<file path="config.mk">
export PLATFORM = sky130hd
export DESIGN_NAME = msm_status_monitor
export DESIGN_NICKNAME = d
export VERILOG_FILES = /design/src/hw/msm_pkg.sv /design/src/hw/msm_status_monitor.sv
export VERILOG_INCLUDE_DIRS = /design/src /design/src/hw
export SDC_FILE = /design/constraint.sdc
export NUM_CORES = 1
export LEC_CHECK = 0
export BUFFER_PORTS_ARGS = -buffer_cell sky130_fd_sc_hd__buf_2
export CAP_MARGIN = 20
export CORE_MARGIN = 1
export CORE_UTILIZATION = 30
export DETAILED_ROUTE_END_ITERATION = 8
export GPL_TIMING_DRIVEN = 0
export SYNTH_ARGS = -nofsm -noshare
export SYNTH_HDL_FRONTEND = slang
export SYNTH_SLANG_ARGS = --single-unit
</file>
<file path="constraint.sdc">
create_clock -name core_clk_i -period 4.2 [get_ports core_clk_i]
set_clock_uncertainty 0.15 [all_clocks]
set_input_delay 0.21 -clock core_clk_i [delete_from_list [all_inputs] [get_ports core_clk_i]]
set_output_delay 0.21 -clock core_clk_i [all_outputs]
set_load 0.01 [all_outputs]
</file>
<file path="src/hw/msm_defines.svh">
// register offsets, field positions and timing counts of the status monitor
`ifndef MSM_DEFINES_SVH
`define MSM_DEFINES_SVH
`define MSM_OFS_GAIN 6'h0A
`define MSM_OFS_FOFS0 6'h0B
`define MSM_OFS_FOFS1 6'h0C
`define MSM_OFS_FOFS2 6'h0D
`define MSM_OFS_LOCK 6'h0E
`define MSM_OFS_ISNR 6'h0F
`define MSM_OFS_DERR0 6'h10
`define MSM_OFS_DERR2 6'h12
`define MSM_OFS_FBIT0 6'h13
`define MSM_OFS_FBIT3 6'h16
`define MSM_OFS_PERR0 6'h17
`define MSM_OFS_PERR3 6'h1A
`define MSM_OFS_PSYNC 6'h1B
`define MSM_OFS_NET 6'h1C
`define MSM_OFS_PHYID 6'h1D
`define MSM_OFS_HWA0 6'h1E
`define MSM_OFS_HWA5 6'h23
`define MSM_OFS_IRQ_STAT 6'h24
`define MSM_OFS_IRQ_MASK 6'h25
`define MSM_OFS_ROUTE 6'h26
`define MSM_ROUTE_TP_BIT 7
`define MSM_LOCK_CARRIER_BIT 0
`define MSM_LOCK_DECODER_BIT 1
`define MSM_NET_MON_BIT 0
`define MSM_NET_DATA_BIT 1
`define MSM_PHASE_LIMIT_DEG 25
`define MSM_DEC_WINDOW_BITS 1000
`define MSM_PAT_WINDOW_BITS 1000000
`define MSM_PAT_PERIOD 2047
`define MSM_PAT_SYNC_RUN 32
`define MSM_PAT_LOSS_ERRS 64
`define MSM_DEMOD_LOCKED_STATE 2
`define MSM_NUM_EVENTS 6
`define MSM_NUM_TP 10
`endif

</file>
<file path="src/hw/msm_pkg.sv">
// types shared by the status monitor
package msm_pkg;
   typedef enum logic [1:0] {
      MSM_PAT_HUNT,
      MSM_PAT_LOCKED
   } msm_pat_state_e;
   typedef logic [7:0] msm_byte_t;
endpackage : msm_pkg

</file>
<file path="src/hw/msm_status_monitor.sv">
// status monitoring register bank of the psk modem receiver, read-only apart from route and mask
`timescale 1ns/1ps
`include "msm_defines.svh"

module msm_status_monitor
   import msm_pkg::*;
#(
   parameter int DEC_WINDOW = `MSM_DEC_WINDOW_BITS,
   parameter int PAT_WINDOW = `MSM_PAT_WINDOW_BITS,
   parameter logic [7:0] PHY_ID = 8'h5A, // arbitrary value
   parameter logic [47:0] HW_ADDR = 48'h02_00_00_00_00_01 // arbitrary value
) (
   input wire logic core_clk_i,
   input wire logic arst_n_i,
   input wire logic [5:0] reg_addr_i,
   input wire logic [7:0] reg_wdata_i,
   input wire logic reg_wr_i,
   input wire logic reg_rd_i,
   output logic [7:0] reg_rdata_o,
   output logic irq_o,
   input wire logic [7:0] rx_gain_control_i,
   input wire logic [23:0] freq_offset_i,
   input wire logic carrier_lock_i,
   input wire logic [7:0] inverse_snr_i,
   input wire logic decoder_sync_flag_i,
   input wire logic dec_bit_valid_i,
   input wire logic dec_bit_error_i,
   input wire logic frame_bit_valid_i,
   input wire logic pat_bit_valid_i,
   input wire logic pat_bit_i,
   input wire logic mon_port_conn_i,
   input wire logic data_port_conn_i,
   input wire logic scan_carrier_i,
   input wire logic pll_carrier_i,
   input wire logic [1:0] demod_state_i,
   input wire logic ambiguity_step_i,
   input wire logic false_lock_reset_i,
   output logic [`MSM_NUM_TP-1:0] test_point_o,
   output logic [`MSM_NUM_TP-1:0] test_point_oe_n_o
);

   // ***********************************************************************
   // front-end sampling
   // ***********************************************************************

   // connection flags come from the network side, another clock: resync
   logic [1:0] net_meta_reg;
   logic [1:0] net_sync_reg;
   always_ff @(posedge core_clk_i or negedge arst_n_i) begin
      if (!arst_n_i) begin
         net_meta_reg <= 2'h0;
         net_sync_reg <= 2'h0;
      end else begin
         net_meta_reg <= {data_port_conn_i, mon_port_conn_i};
         net_sync_reg <= net_meta_reg;
      end
   end

   // ***********************************************************************
   // decoder error window
   // ***********************************************************************

   logic [23:0] dec_acc_reg;
   logic [23:0] dec_result_reg;
   logic [31:0] dec_bits_reg;
   logic dec_wrap;
   assign dec_wrap = dec_bit_valid_i && (dec_bits_reg == 32'(DEC_WINDOW - 1));

   // error total latched at each window end, accumulator restarts
   always_ff @(posedge core_clk_i or negedge arst_n_i) begin
      if (!arst_n_i) begin
         dec_acc_reg <= 24'h0;
         dec_result_reg <= 24'h0;
         dec_bits_reg <= 32'h0;
      end else if (dec_bit_valid_i) begin
         if (dec_wrap) begin
            dec_bits_reg <= 32'h0;
            dec_result_reg <= dec_acc_reg + 24'(dec_bit_error_i);
            dec_acc_reg <= 24'h0;
         end else begin
            dec_bits_reg <= dec_bits_reg + 32'h1;
            dec_acc_reg <= dec_acc_reg + 24'(dec_bit_error_i);
         end
      end
   end

   // ***********************************************************************
   // cumulative framed bits
   // ***********************************************************************

   logic [31:0] frame_bits_reg;
   // free-running count, wraps silently after 2^32 bits
   always_ff @(posedge core_clk_i or negedge arst_n_i) begin
      if (!arst_n_i) begin
         frame_bits_reg <= 32'h0;
      end else if (frame_bit_valid_i) begin
         frame_bits_reg <= frame_bits_reg + 32'h1;
      end
   end

   // ***********************************************************************
   // prbs-11 tester
   // ***********************************************************************

   logic [10:0] prbs_reg;
   logic prbs_pred;
   logic pat_err;
   msm_pat_state_e pat_state_reg;
   logic [7:0] pat_run_reg;
   logic [7:0] pat_bad_reg;
   logic [31:0] pat_bits_reg;
   logic [31:0] pat_acc_reg;
   logic [31:0] pat_result_reg;
   logic [10:0] pat_pos_reg;
   logic pat_byte_err_reg;
   logic [2:0] pat_bitcnt_reg;

   // x^11 + x^9 + 1 predicted from the last eleven received bits
   assign prbs_pred = prbs_reg[10] ^ prbs_reg[8];
   assign pat_err = pat_bit_valid_i && (pat_bit_i != prbs_pred);

   // self-synchronising reference: shift in the received bit
   always_ff @(posedge core_clk_i or negedge arst_n_i) begin
      if (!arst_n_i) begin
         prbs_reg <= 11'h0;
      end else if (pat_bit_valid_i) begin
         prbs_reg <= {prbs_reg[9:0], pat_bit_i};
      end
   end

   // sync declared after a clean run, dropped after many errors
   always_ff @(posedge core_clk_i or negedge arst_n_i) begin
      if (!arst_n_i) begin
         pat_state_reg <= MSM_PAT_HUNT;
         pat_run_reg <= 8'h0;
         pat_bad_reg <= 8'h0;
      end else if (pat_bit_valid_i) begin
         case (pat_state_reg)
            MSM_PAT_HUNT: begin
               pat_bad_reg <= 8'h0;
               if (pat_err) begin
                  pat_run_reg <= 8'h0;
               end else if (pat_run_reg == 8'(`MSM_PAT_SYNC_RUN - 1)) begin
                  pat_state_reg <= MSM_PAT_LOCKED;
               end else begin
                  pat_run_reg <= pat_run_reg + 8'h1;
               end
            end
            MSM_PAT_LOCKED: begin
               pat_run_reg <= 8'h0;
               if (pat_bits_reg == 32'h0) begin
                  pat_bad_reg <= 8'h0;
               end else if (pat_err) begin
                  if (pat_bad_reg == 8'(`MSM_PAT_LOSS_ERRS - 1)) begin
                     pat_state_reg <= MSM_PAT_HUNT;
                  end else begin
                     pat_bad_reg <= pat_bad_reg + 8'h1;
                  end
               end
            end
            default: pat_state_reg <= MSM_PAT_HUNT;
         endcase
      end
   end

   logic pat_locked;
   assign pat_locked = (pat_state_reg == MSM_PAT_LOCKED);

   // window counter; the result is only replaced at the window end
   always_ff @(posedge core_clk_i or negedge arst_n_i) begin
      if (!arst_n_i) begin
         pat_bits_reg <= 32'h0;
         pat_acc_reg <= 32'h0;
         pat_result_reg <= 32'h0;
      end else if (pat_bit_valid_i) begin
         if (pat_bits_reg == 32'(PAT_WINDOW - 1)) begin
            pat_bits_reg <= 32'h0;
            pat_acc_reg <= 32'h0;
            pat_result_reg <= pat_acc_reg + 32'(pat_err);
         end else begin
            pat_bits_reg <= pat_bits_reg + 32'h1;
            pat_acc_reg <= pat_acc_reg + 32'(pat_err);
         end
      end
   end

   // byte error marker and periodic sequence start marker
   always_ff @(posedge core_clk_i or negedge arst_n_i) begin
      if (!arst_n_i) begin
         pat_pos_reg <= 11'h0;
         pat_bitcnt_reg <= 3'h0;
         pat_byte_err_reg <= 1'b0;
      end else if (pat_bit_valid_i) begin
         pat_pos_reg <= (pat_pos_reg == 11'(`MSM_PAT_PERIOD - 1)) ?
            11'h0 : pat_pos_reg + 11'h1;
         pat_bitcnt_reg <= pat_bitcnt_reg + 3'h1;
         pat_byte_err_reg <= (pat_bitcnt_reg == 3'h0) ? pat_err :
            (pat_byte_err_reg | pat_err);
      end
   end

   // ***********************************************************************
   // snapshot and register read
   // ***********************************************************************

   logic [23:0] snap_fofs_reg;
   logic [23:0] snap_derr_reg;
   logic [31:0] snap_fbit_reg;
   logic [31:0] snap_perr_reg;
   logic [`MSM_NUM_EVENTS-1:0] irq_stat_reg;
   logic [`MSM_NUM_EVENTS-1:0] irq_mask_reg;
   logic [7:0] route_reg;
   logic gain_rd;
   assign gain_rd = reg_rd_i && (reg_addr_i == `MSM_OFS_GAIN);

   // reading the gain byte freezes every multi-byte value at once
   always_ff @(posedge core_clk_i or negedge arst_n_i) begin
      if (!arst_n_i) begin
         snap_fofs_reg <= 24'h0;
         snap_derr_reg <= 24'h0;
         snap_fbit_reg <= 32'h0;
         snap_perr_reg <= 32'h0;
      end else if (gain_rd) begin
         snap_fofs_reg <= freq_offset_i;
         snap_derr_reg <= dec_result_reg;
         snap_fbit_reg <= frame_bits_reg;
         snap_perr_reg <= pat_result_reg;
      end
   end

   // byte of a multi-byte field, lsb first
   function automatic msm_byte_t pick(input logic [31:0] v, input int idx);
      pick = v[idx*8 +: 8];
   endfunction : pick

   // combinational read mux; upper bits of flag bytes stay zero
   msm_byte_t rd_mux;
   always_comb begin
      rd_mux = 8'h0;
      if (reg_addr_i == `MSM_OFS_GAIN) begin
         rd_mux = rx_gain_control_i;
      end else if (reg_addr_i >= `MSM_OFS_FOFS0 &&
                   reg_addr_i <= `MSM_OFS_FOFS2) begin
         rd_mux = pick({8'h0, snap_fofs_reg},
                       int'(reg_addr_i - `MSM_OFS_FOFS0));
      end else if (reg_addr_i == `MSM_OFS_LOCK) begin
         rd_mux = {6'h0, decoder_sync_flag_i, carrier_lock_i};
      end else if (reg_addr_i == `MSM_OFS_ISNR) begin
         rd_mux = inverse_snr_i;
      end else if (reg_addr_i >= `MSM_OFS_DERR0 &&
                   reg_addr_i <= `MSM_OFS_DERR2) begin
         rd_mux = pick({8'h0, snap_derr_reg},
                       int'(reg_addr_i - `MSM_OFS_DERR0));
      end else if (reg_addr_i >= `MSM_OFS_FBIT0 &&
                   reg_addr_i <= `MSM_OFS_FBIT3) begin
         rd_mux = pick(snap_fbit_reg, int'(reg_addr_i - `MSM_OFS_FBIT0));
      end else if (reg_addr_i >= `MSM_OFS_PERR0 &&
                   reg_addr_i <= `MSM_OFS_PERR3) begin
         rd_mux = pick(snap_perr_reg, int'(reg_addr_i - `MSM_OFS_PERR0));
      end else if (reg_addr_i == `MSM_OFS_PSYNC) begin
         rd_mux = {7'h0, pat_locked};
      end else if (reg_addr_i == `MSM_OFS_NET) begin
         rd_mux = {6'h0, net_sync_reg};
      end else if (reg_addr_i == `MSM_OFS_PHYID) begin
         rd_mux = PHY_ID;
      end else if (reg_addr_i >= `MSM_OFS_HWA0 &&
                   reg_addr_i <= `MSM_OFS_HWA5) begin
         // first byte read is the most significant of the address
         rd_mux = HW_ADDR[(5 - int'(reg_addr_i - `MSM_OFS_HWA0))*8 +: 8];
      end else if (reg_addr_i == `MSM_OFS_IRQ_STAT) begin
         rd_mux = 8'(irq_stat_reg);
      end else if (reg_addr_i == `MSM_OFS_IRQ_MASK) begin
         rd_mux = 8'(irq_mask_reg);
      end else if (reg_addr_i == `MSM_OFS_ROUTE) begin
         rd_mux = route_reg;
      end
   end

   // read data stands in the cycle after the strobe only
   always_ff @(posedge core_clk_i or negedge arst_n_i) begin
      if (!arst_n_i) begin
         reg_rdata_o <= 8'h0;
      end else begin
         reg_rdata_o <= reg_rd_i ? rd_mux : 8'h0;
      end
   end

   // ***********************************************************************
   // control registers: only route and mask take writes
   // ***********************************************************************

   // status bytes have no write path at all
   always_ff @(posedge core_clk_i or negedge arst_n_i) begin
      if (!arst_n_i) begin
         route_reg <= 8'h0;
         irq_mask_reg <= '0;
      end else if (reg_wr_i) begin
         if (reg_addr_i == `MSM_OFS_ROUTE) begin
            route_reg <= reg_wdata_i;
         end
         if (reg_addr_i == `MSM_OFS_IRQ_MASK) begin
            irq_mask_reg <= reg_wdata_i[`MSM_NUM_EVENTS-1:0];
         end
      end
   end

   // ***********************************************************************
   // interrupts
   // ***********************************************************************

   logic carrier_lock_d_reg;
   logic dec_sync_d_reg;
   logic pat_locked_d_reg;
   logic [`MSM_NUM_EVENTS-1:0] irq_event;
   logic stat_rd;
   assign stat_rd = reg_rd_i && (reg_addr_i == `MSM_OFS_IRQ_STAT);

   always_ff @(posedge core_clk_i or negedge arst_n_i) begin
      if (!arst_n_i) begin
         carrier_lock_d_reg <= 1'b0;
         dec_sync_d_reg <= 1'b0;
         pat_locked_d_reg <= 1'b0;
      end else begin
         carrier_lock_d_reg <= carrier_lock_i;
         dec_sync_d_reg <= decoder_sync_flag_i;
         pat_locked_d_reg <= pat_locked;
      end
   end

   // events: lock changes, pattern sync change, window ends, false lock reset
   assign irq_event = {
      false_lock_reset_i,
      dec_wrap,
      pat_bit_valid_i && (pat_bits_reg == 32'(PAT_WINDOW - 1)),
      pat_locked ^ pat_locked_d_reg,
      decoder_sync_flag_i ^ dec_sync_d_reg,
      carrier_lock_i ^ carrier_lock_d_reg
   };

   // a read clears the status, but an event in that cycle survives
   always_ff @(posedge core_clk_i or negedge arst_n_i) begin
      if (!arst_n_i) begin
         irq_stat_reg <= '0;
      end else begin
         irq_stat_reg <= (stat_rd ? '0 : irq_stat_reg) | irq_event;
      end
   end

   always_ff @(posedge core_clk_i or negedge arst_n_i) begin
      if (!arst_n_i) begin
         irq_o <= 1'b0;
      end else begin
         irq_o <= |(((stat_rd ? '0 : irq_stat_reg) | irq_event) &
                    irq_mask_reg);
      end
   end

   // ***********************************************************************
   // test points
   // ***********************************************************************

   logic [`MSM_NUM_TP-1:0] tp_sig;
   assign tp_sig = {
      pat_bit_valid_i && (pat_pos_reg == 11'h0),
      pat_byte_err_reg,
      pat_locked,
      decoder_sync_flag_i,
      false_lock_reset_i,
      ambiguity_step_i,
      demod_state_i == 2'(`MSM_DEMOD_LOCKED_STATE),
      pll_carrier_i,
      scan_carrier_i,
      carrier_lock_i
   };

   // when disabled the pins float: enable high, data held low
   always_ff @(posedge core_clk_i or negedge arst_n_i) begin
      if (!arst_n_i) begin
         test_point_o <= '0;
         test_point_oe_n_o <= '1;
      end else begin
         test_point_o <= route_reg[`MSM_ROUTE_TP_BIT] ? tp_sig : '0;
         test_point_oe_n_o <= {`MSM_NUM_TP{~route_reg[`MSM_ROUTE_TP_BIT]}};
      end
   end

   // ***********************************************************************
   // assertions
   // ***********************************************************************

   AST_RDATA_IDLE: assert property (@(posedge core_clk_i) disable iff (!arst_n_i)
      !reg_rd_i |=> reg_rdata_o == 8'h0)
      else $error("read data not zero after idle cycle");
   AST_GAIN_READ: assert property (@(posedge core_clk_i) disable iff (!arst_n_i)
      gain_rd |=> reg_rdata_o == $past(rx_gain_control_i))
      else $error("gain byte not returned");
   AST_LOCK_BYTE: assert property (@(posedge core_clk_i) disable iff (!arst_n_i)
      reg_rd_i && reg_addr_i == `MSM_OFS_LOCK |=> reg_rdata_o[7:2] == 6'h0 &&
      reg_rdata_o[0] == $past(carrier_lock_i))
      else $error("lock byte wrong");
   AST_DEC_SYNC: assert property (@(posedge core_clk_i) disable iff (!arst_n_i)
      reg_rd_i && reg_addr_i == `MSM_OFS_LOCK
      |=> reg_rdata_o[1] == $past(decoder_sync_flag_i))
      else $error("decoder sync bit wrong");
   AST_ISNR: assert property (@(posedge core_clk_i) disable iff (!arst_n_i)
      reg_rd_i && reg_addr_i == `MSM_OFS_ISNR
      |=> reg_rdata_o == $past(inverse_snr_i))
      else $error("inverse snr wrong");
   AST_DEC_WINDOW: assert property (@(posedge core_clk_i) disable iff (!arst_n_i)
      !dec_wrap |=> $stable(dec_result_reg))
      else $error("decoder result moved inside window");
   AST_FRAME_COUNT: assert property (@(posedge core_clk_i) disable iff (!arst_n_i)
      frame_bit_valid_i |=> frame_bits_reg == $past(frame_bits_reg) + 32'h1)
      else $error("framed bit count did not step");
   AST_PAT_HOLD: assert property (@(posedge core_clk_i) disable iff (!arst_n_i)
      !(pat_bit_valid_i && pat_bits_reg == 32'(PAT_WINDOW - 1))
      |=> $stable(pat_result_reg))
      else $error("pattern result changed outside window end");
   AST_PAT_SYNC_BYTE: assert property (@(posedge core_clk_i) disable iff (!arst_n_i)
      reg_rd_i && reg_addr_i == `MSM_OFS_PSYNC
      |=> reg_rdata_o == {7'h0, $past(pat_locked)})
      else $error("pattern sync byte wrong");
   AST_SNAPSHOT: assert property (@(posedge core_clk_i) disable iff (!arst_n_i)
      gain_rd |=> snap_fbit_reg == $past(frame_bits_reg))
      else $error("snapshot not taken on gain read");
   AST_TP_OFF: assert property (@(posedge core_clk_i) disable iff (!arst_n_i)
      !route_reg[`MSM_ROUTE_TP_BIT] |=> test_point_oe_n_o == '1)
      else $error("test points driven while disabled");
   AST_NET_BYTE: assert property (@(posedge core_clk_i) disable iff (!arst_n_i)
      reg_rd_i && reg_addr_i == `MSM_OFS_NET |=> reg_rdata_o[7:2] == 6'h0)
      else $error("connection byte upper bits set");

   COV_GAIN_SNAP: cover property (@(posedge core_clk_i) gain_rd);
   COV_PAT_LOCK: cover property (@(posedge core_clk_i) pat_locked && !pat_locked_d_reg);
   COV_IRQ: cover property (@(posedge core_clk_i) irq_o);
   COV_TP_ON: cover property (@(posedge core_clk_i) !test_point_oe_n_o[0]);

endmodule : msm_status_monitor

</file>
==> reports/summary.log, run 1 <==
[global_route] initial antenna violation count 4
[power_and_ir_drop] register share of total power 46.8%
[timing] Final Hold Vio Count 0
[global_route] first-pass GRT wire length 80.9 mm
[critical_path] family with the most delay on the worst path buffers and inverters
[timing] RSZ-0062 raised after global routing no
[cts] Root Buffer Master clkbuf_16
[power_and_ir_drop] share of total power in combinational logic 12.0%
[power_and_ir_drop] switching power as a share of total power 26.1%
[die] placeable core region 65900 µm²
[critical_path] crit path launch type input pin
[timing] Tightest Pin Transition 0.948 ns
[timing] minimum period implied by the final worst setup slack 3.96 ns
[critical_path] timing startpoint of the critical path reg_addr_i[0]
[critical_path] CP Capture Type flip-flop
[die] area of the die 67600 µm²
[synthesis] total of flip-flops plus latches after synthesis 410
[critical_path] crit-path cells buf_2 > buf_4 > buf_2 > inv_1 > ha_1 > buf_2 > clkbuf_1 > mux4_2 > inv_1 > o21ai_0 > o311ai_0 > a211oi_1 > dlygate4sd3_1
[routing] number of nets still failing antenna checks after routing 0
[power_and_ir_drop] pwr dens 414 nW/µm²
[synthesis] mapped cell area 20000 µm²
[global_route] total track usage 14.9%
[power_and_ir_drop] internal power of the cells 7.27 mW
[cts] Max clock buf depth 3
[synthesis] asr flop ratio synth 100%
[critical_path] CP endpoint reg_rdata_o[4]$_DFF_PN0_
[run] number of maximum-capacitance constraint violations 0
[placement] estimated wirelength of the detail-placed design 36.5 mm
[synthesis] total nets after synthesis 1959
[critical_path] Worst EP required 4.56 ns
[critical_path] critical setup path kind in2reg
[timing] top achievable clock speed 252 MHz
[timing] relative slew slack 36.0%
[synthesis] number of flops mapped to enable cells by yosys 0
[global_route] largest net degree at the start of global routing 111
[global_route] met1 track demand over resource 21.2%
[placement] number of input and output port buffers inserted 99
[placement] Placer Congestion 0.872
[critical_path] reg-to-reg startpoint prbs_reg[8]$_DFFE_PN0P_
[synthesis] portion of netlist area occupied by mux cells 10.7%
[power_and_ir_drop] Clock Power Share 41.2%
[synthesis] synthesized-area fraction occupied by xor and xnor cells 6.90%
[critical_path] worst reg-to-reg path cell count 11
[timing] portion of the clock cycle consumed by the worst path in the final layout 94.4%
[routing] average wire per cell in the routed design 17.0 µm
[die] Die H 260 µm
[synthesis] count of yosys warnings during synthesis 0
[cts] insertion delay to the later sink of the worst-skew pair 0.56 ns
[critical_path] biggest cell delay along the critical path 0.75 ns
[die] DIE WIDTH 260 µm
[synthesis] average cell area after synthesis 10.7 µm²
[routing] routed vias/inst 5.02
[routing] DRC violations left 0
[routing] total via count after detailed routing 14891
[timing] count of final setup violators 0
[power_and_ir_drop] Max IR drop VDD 0.233 mV
[synthesis] post-synthesis compound-gate area fraction 10.2%
[critical_path] number of gates on the worst path with buffers counted 13
[synthesis] adder and majority cell fraction of the synthesized area 1.44%
[synthesis] unique cell type count in the Yosys netlist 86
[timing] max-slew violation total from the final report 0
[global_route] number of global-route vias before repair 15005
[synthesis] Post-Synth Simple-Gate Area 16.5%
[global_route] global route overflow 0
[routing] number of violations reported at the end of detailed-routing iteration 0 1139
[power_and_ir_drop] P_leak 10.6 nW
[cts] level count of the clock H-tree 2
[cts] number of buffers inserted to repair setup after CTS 0
[die] I/O pin cnt 102
[synthesis] largest family of logic cells by synthesized area simple AND/OR/NAND/NOR gates
[synthesis] gate count of the mapped netlist 1863
[cts] number of sinks on the clock net 410
[critical_path] arrival time at the worst endpoint 4.32 ns
[cts] clock buffer count from CTS 44
[global_route] global-route track usage on met3 2.25%
[critical_path] cell with the biggest individual delay on the critical path clkbuf_1
[die] Starting Density 30.3%
[run_status] run status finished clean
[global_route] M2 GR Usage 23.6%
[finish] area growth from synthesis to layout 18.9%
[synthesis] sequential fraction of the synthesis area 51.4%
[critical_path] buffering stage count on the worst path with inverters included 8
[critical_path] Crit Path Max Fanout 10
[critical_path] endpoint of the worst register-to-register path pat_result_reg[16]$_DFFE_PN0P_
[finish] layout cells sized above 1 20.0%
[finish] number of nets in the final layout 2168
[cts] TritonCTS clock tree yes
[min_path] class of the tightest hold or removal check in2async
[timing] final total negative setup slack 0 ns
[die] number of placement rows 94
[finish] share of the core filled with cells in the final layout 36.1%
[finish] Fill cells 6550
[critical_path] register-to-register setup slack 0.63 ns
[global_route] global route hottest layer met2
[routing] Detailed Routing Iterations Pass 1 5
[critical_path] library cell appearing most often on the critical path buf_2
[synthesis] main flop type after synthesis dfrtp_1
[cts] clock-pin slew on the worst setup and hold paths 0.07 ns
[power_and_ir_drop] sw power 2.57 mW
[routing] final wirelength 50.5 mm
-- stage by stage --
step / instances / power [mW] / cell area (µm²) / hold slack, ns / setup slack [ns]
finish: 2968 / 9.84 / 23800 / 0.0340 / 0.237
CTS: 2966 / 9.96 / 23800 / 0.0000433 / 0.0557
detailed placement: 2829 / 5.82 / 21700 / 0.126 / -0.00207
floorplan: 1863 / 5.33 / 20000 / -0.236 / 1.25
global placement: 2826 / 5.74 / 21600 / 0.175 / -5.37
global route: 2967 / 10.3 / 23800 / 0.0508 / 0.0965
-- routing by layer --
metal / routed length [µm] / up-vias
li1: - / 7041
met1: 24300 / 7442
met2: 22800 / 343
met3: 2570 / 65
met4: 930 / 0
met5: 0 / -
-- worst register-to-register path: cells and delay by family (launching register included) --
kind | cells | cell delay (ns)
and+or+nand+nor | 5 | 1.29
xor gates and xnor gates | 2 | 0.69
adders and majority gates | 2 | 0.52
DFF | 1 | 0.39
buffers and inverters | 1 | 0.31
AOI/OAI and AO/OA | 1 | 0.09
-- power by group through the flow --
stage               combinational [mW]  clock (mW)  sequential (mW)
floorplan                        0.754           0             4.58
global placement                  1.09           0             4.65
detailed placement                1.15           0             4.67
CTS                               1.20        4.16             4.60
global route                      1.34        4.32             4.65
finish                            1.18        4.06             4.60
-- worst min path at each step --
stage / endpoint / start / slack, ns / cells past startpoint
detailed placement: test_point_o[3]$_DFF_PN0_ / arst_n_i / 0.13 / 1
global placement: net_meta_reg[0]$_DFF_PN0_ / mon_port_conn_i / 0.17 / 1
CTS: reg_rdata_o[1]$_DFF_PN0_ / inverse_snr_i[1] / 0.00004 / 4
floorplan: carrier_lock_d_reg$_DFF_PN0_ / arst_n_i / -0.24 / 0
finish: test_point_o[3]$_DFF_PN0_ / arst_n_i / 0.03 / 2
global route: reg_rdata_o[6]$_DFF_PN0_ / inverse_snr_i[6] / 0.05 / 4
-- logic make-up after synthesis --
family / Yosys count
AO/OA/AOI/OAI: 336
XOR/XNOR: 154
adder cells (fa/ha/maj): 23
buffers and inverters: 132
flip-flops: 410
multiplexers: 176
AND/OR/NAND/NOR: 632
-- cell type report --
class	count	area, µm²	area share (%)
sequential	410	10300	43.2
multi-input combinational	1321	9140	38.5
clock buffer	64	1310	5.50
timing repair buffer	163	1190	5.02
tap	864	1080	4.55
buffer	96	448	1.89
clock inverter	13	195	0.821
inverter	36	135	0.569
antenna	1	2.50	0.0105
-- synthesized netlist by cell type, types with 24 or more instances --
master    number  area, µm²
o21ai_0      128        641
nand2_1      204        766
buf_2         28        140
o31ai_1       29        218
mux2_2       142       1600
nor3_1        27        135
nor4_1        24        150
a21oi_1       64        320
nand4_1       42        263
inv_1         36        135
nand3_1       53        265
o21ai_1       24        120
xnor2_1       96        841
clkbuf_1      45        169
nor2_1       126        473
dfrtp_1      409      10200
xor2_1        56        490
and3_1        32        200
-- repair_timing --
item / in CTS / in global routing
setup endpoints to repair: 0 / 2
hold endpoints to repair: 168 / 0
hold buffers: 60 / 0
resized for setup: 0 / 1
-- cells in the final DEF, fill, tap and decap left out, types with 16 or more instances in the layout --
cell type	n
o21ai_1	24
nor3_1	27
nand2_1	204
mux2_2	142
clkbuf_1	53
o31ai_1	29
buf_2	127
dlygate4sd3_1	60
and3_1	32
inv_1	36
xnor2_1	96
nor2_1	126
mux2i_1	18
o21ai_0	128
nand3_1	53
xor2_1	56
and2_1	22
mux4_2	16
a21oi_1	64
dfrtp_1	409
ha_1	23
nand4_1	42
clkbuf_16	45
nor4_1	24
(Power assumes the default switching activity.)
==> run 2, diff against run 1 <==
- CORE_UTILIZATION: 30 -> 55
- PLACE_DENSITY: unset -> 0.73
==> run 2 against run 1 <==
  * The flow now finishes with violations (DRC)
  * Combinational power barely moved
  * Non-clock buffer count fell by 2
  * Die area fell by 45%
  * Clock-buffer cell count rose by 6
  * Via count fell by 0.14%
  * First-iteration DRC count fell by 6.9%
  * Global-route usage rose by 11 points
  * Largest power group unchanged
==> reports/summary.log, run 2 (synthesized netlist as in run 1, its figures left out) <==
[critical_path] crit path launch type input pin
[placement] Placer Congestion 0.903 [+3.6%]
[critical_path] number of gates on the worst path with buffers counted 12 [-1]
[die] area of the die 37100 µm² [-45%]
[routing] number of nets still failing antenna checks after routing 0 [unchanged]
[cts] level count of the clock H-tree 2 [unchanged]
[critical_path] cell with the biggest individual delay on the critical path buf_1
[global_route] global route overflow 0 [unchanged]
[placement] estimated wirelength of the detail-placed design 32.9 mm [-9.9%]
[critical_path] Crit Path Max Fanout 10 [unchanged]
[finish] number of nets in the final layout 2167 [-0.046%]
[cts] clock-pin slew on the worst setup and hold paths 0.06 ns [about the same]
[cts] Root Buffer Master clkbuf_16
[die] Starting Density 56.0% [+26 points]
[timing] portion of the clock cycle consumed by the worst path in the final layout 90.7% [-3.6 points]
[global_route] initial antenna violation count 2 [-2]
[global_route] total track usage 25.9% [+11 points]
[timing] top achievable clock speed 262 MHz [+4.0%]
[routing] DRC violations left 60 [+60]
[min_path] Worst Hold Path Cells 4
[finish] share of the core filled with cells in the final layout 65.3% [+29 points]
[placement] number of input and output port buffers inserted 99 [unchanged]
[routing] average wire per cell in the routed design 18.4 µm [+8.1%]
[routing] routed vias/inst 5.78 [+15%]
[power_and_ir_drop] total power draw 9.78 mW [-0.69%]
[critical_path] library cell appearing most often on the critical path buf_2
[cts] clock buffer count from CTS 45 [+2.3%]
[critical_path] Worst EP required 4.48 ns [-0.08 ns]
[critical_path] buffering stage count on the worst path with inverters included 7 [-1]
[cts] number of buffers inserted to repair setup after CTS 0 [unchanged]
[cts] insertion delay to the later sink of the worst-skew pair 0.56 ns [about the same]
[critical_path] critical setup path kind in2reg
[run] number of maximum-capacitance constraint violations 0 [unchanged]
[critical_path] CP Capture Type flip-flop
[finish] area growth from synthesis to layout 16.5%
[timing] Final Hold Vio Count 0 [unchanged]
[die] I/O pin cnt 102 [unchanged]
[critical_path] worst reg-to-reg path cell count 11 [unchanged]
[global_route] largest net degree at the start of global routing 124 [+12%]
[timing] minimum period implied by the final worst setup slack 3.81 ns [-0.153 ns]
[critical_path] family with the most delay on the worst path buffers and inverters
[min_path] class of the tightest hold or removal check in2reg
[placement] standard cell area after detailed placement 21100 µm² [-2.3%]
[critical_path] crit-path cells buf_2 > buf_4 > buf_2 > inv_1 > ha_1 > buf_2 > buf_1 > mux4_2 > a221o_1 > a31oi_1 > o21ai_1 > dlygate4sd3_1
[critical_path] biggest cell delay along the critical path 0.61 ns [-0.14 ns]
[timing] Tightest Pin Transition 0.959 ns [+0.0110 ns]
[power_and_ir_drop] pwr dens 420 nW/µm² [+1.4%]
[timing] count of final setup violators 0 [unchanged]
[power_and_ir_drop] Max IR drop VDD 0.345 mV [+48%]
[timing] max-slew violation total from the final report 0 [unchanged]
[finish] leading cell types in the layout, fill and taps excluded 409 x dfrtp_1, 204 x nand2_1, 142 x mux2_2
[power_and_ir_drop] P_leak 10.6 nW [about the same]
[run_status] failing checks DRC
[timing] relative slew slack 35.5% [-0.50 points]
[cts] number of sinks on the clock net 410 [unchanged]
[cts] Max clock buf depth 3 [unchanged]
[critical_path] arrival time at the worst endpoint 4.09 ns [-0.23 ns]
[finish] post-route standard cell area excluding fillers 23300 µm² [-2.1%]
[die] placeable core region 35700 µm² [-46%]
[run_status] run status finished, violations left
[routing] number of violations reported at the end of detailed-routing iteration 0 1060 [-6.9%]
[cts] TritonCTS clock tree yes
[die] number of placement rows 69 [-27%]
[finish] commonest non-fill, non-tap cell in the layout dfrtp_1
[timing] RSZ-0062 raised after global routing no
[global_route] first-pass GRT wire length 76.1 mm [-6.0%]
[global_route] number of global-route vias before repair 15086 [+0.54%]
[die] DIE WIDTH 193 µm [-26%]
[routing] final wirelength 47.4 mm [-6.3%]
[finish] layout cells sized above 1 20.0% [-0.047 points]
[routing] Detailed Routing Iterations Pass 1 8 [+3]
[routing] total via count after detailed routing 14870 [-0.14%]
[die] Die H 193 µm [-26%]
[cts] post-cts gate resize count 0 [unchanged]
[run 2: cell count changes in the layout (fill, tap and decap cells not counted), moves of 2 or more]
cell	previous run	this run
clkbuf_16	45	47
clkbuf_1	53	58
bufinv_16	5	3
diode_2	1	4
clkinv_4	0	2
[run 2: per-stage QoR]
step	hold slack (ns)	setup TNS, ns	std cells	worst slack, ns
4_1_cts	0.000366	0	2569	0.459
5_1_grt	0.0308	0	2570	0.266
3_3_place_gp	0.187	-2129.39	2423	-5.25
3_5_place_dp	0.139	0	2426	0.215
6_report	0.0275	0	2573	0.390
2_1_floorplan	-0.236	0	1863	1.25
[run 2: where the power goes]
part	internal, mW	total (mW)	switching, mW
sequential	4.27	4.60	0.327
combinational	0.548	1.17	0.627
clock	2.42	4.00	1.58
total	7.24	9.78	2.53
[run 2: what timing repair did]
item | in CTS | in global routing
hold endpoints to repair | 161 | 0
endpoints found under the setup margin | 0 | 0
hold buffers | 59 | 0
[run 2: cell type report]
class | instances | area, µm²
multi-input combinational | 1321 | 9140
clock inverter | 14 | 165
clock buffer | 70 | 1360
inverter | 36 | 135
timing repair buffer | 161 | 1180
antenna | 4 | 10.0
sequential | 410 | 10300
fill | 2712 | 12400
tap | 461 | 577
buffer | 96 | 447
[run 2: worst min-delay path: stages]
cell      delay (ns)
buf_2           0.08
o21a_1          0.11
nor3_1          0.04
a211oi_1        0.22
[run 2: metal layers]
layer	vias up	track usage [%]	part of all wire, %
met1	7318	34.6	44
met5	-	0	0.021
met2	411	43.0	48
met3	95	3.60	5.1
li1	7044	-	-
met4	2	9.27	3.0
[run 2: path summary, 6_finish.rpt]
check / start / end / slack [ns]
hold reg to reg: net_meta_reg[1]$_DFF_PN0_ / net_sync_reg[1]$_DFF_PN0_ / 0.20
setup reg to reg: prbs_reg[8]$_DFFE_PN0P_ / pat_result_reg[16]$_DFFE_PN0P_ / 0.56
max in group asynchronous: arst_n_i / pat_bits_reg[29]$_DFFE_PN0P_ / 2.36
setup / recovery: reg_addr_i[0] / reg_rdata_o[0]$_DFF_PN0_ / 0.39
min in group asynchronous: arst_n_i / frame_bits_reg[12]$_DFFE_PN0P_ / 0.13
hold / removal: inverse_snr_i[4] / reg_rdata_o[4]$_DFF_PN0_ / 0.03
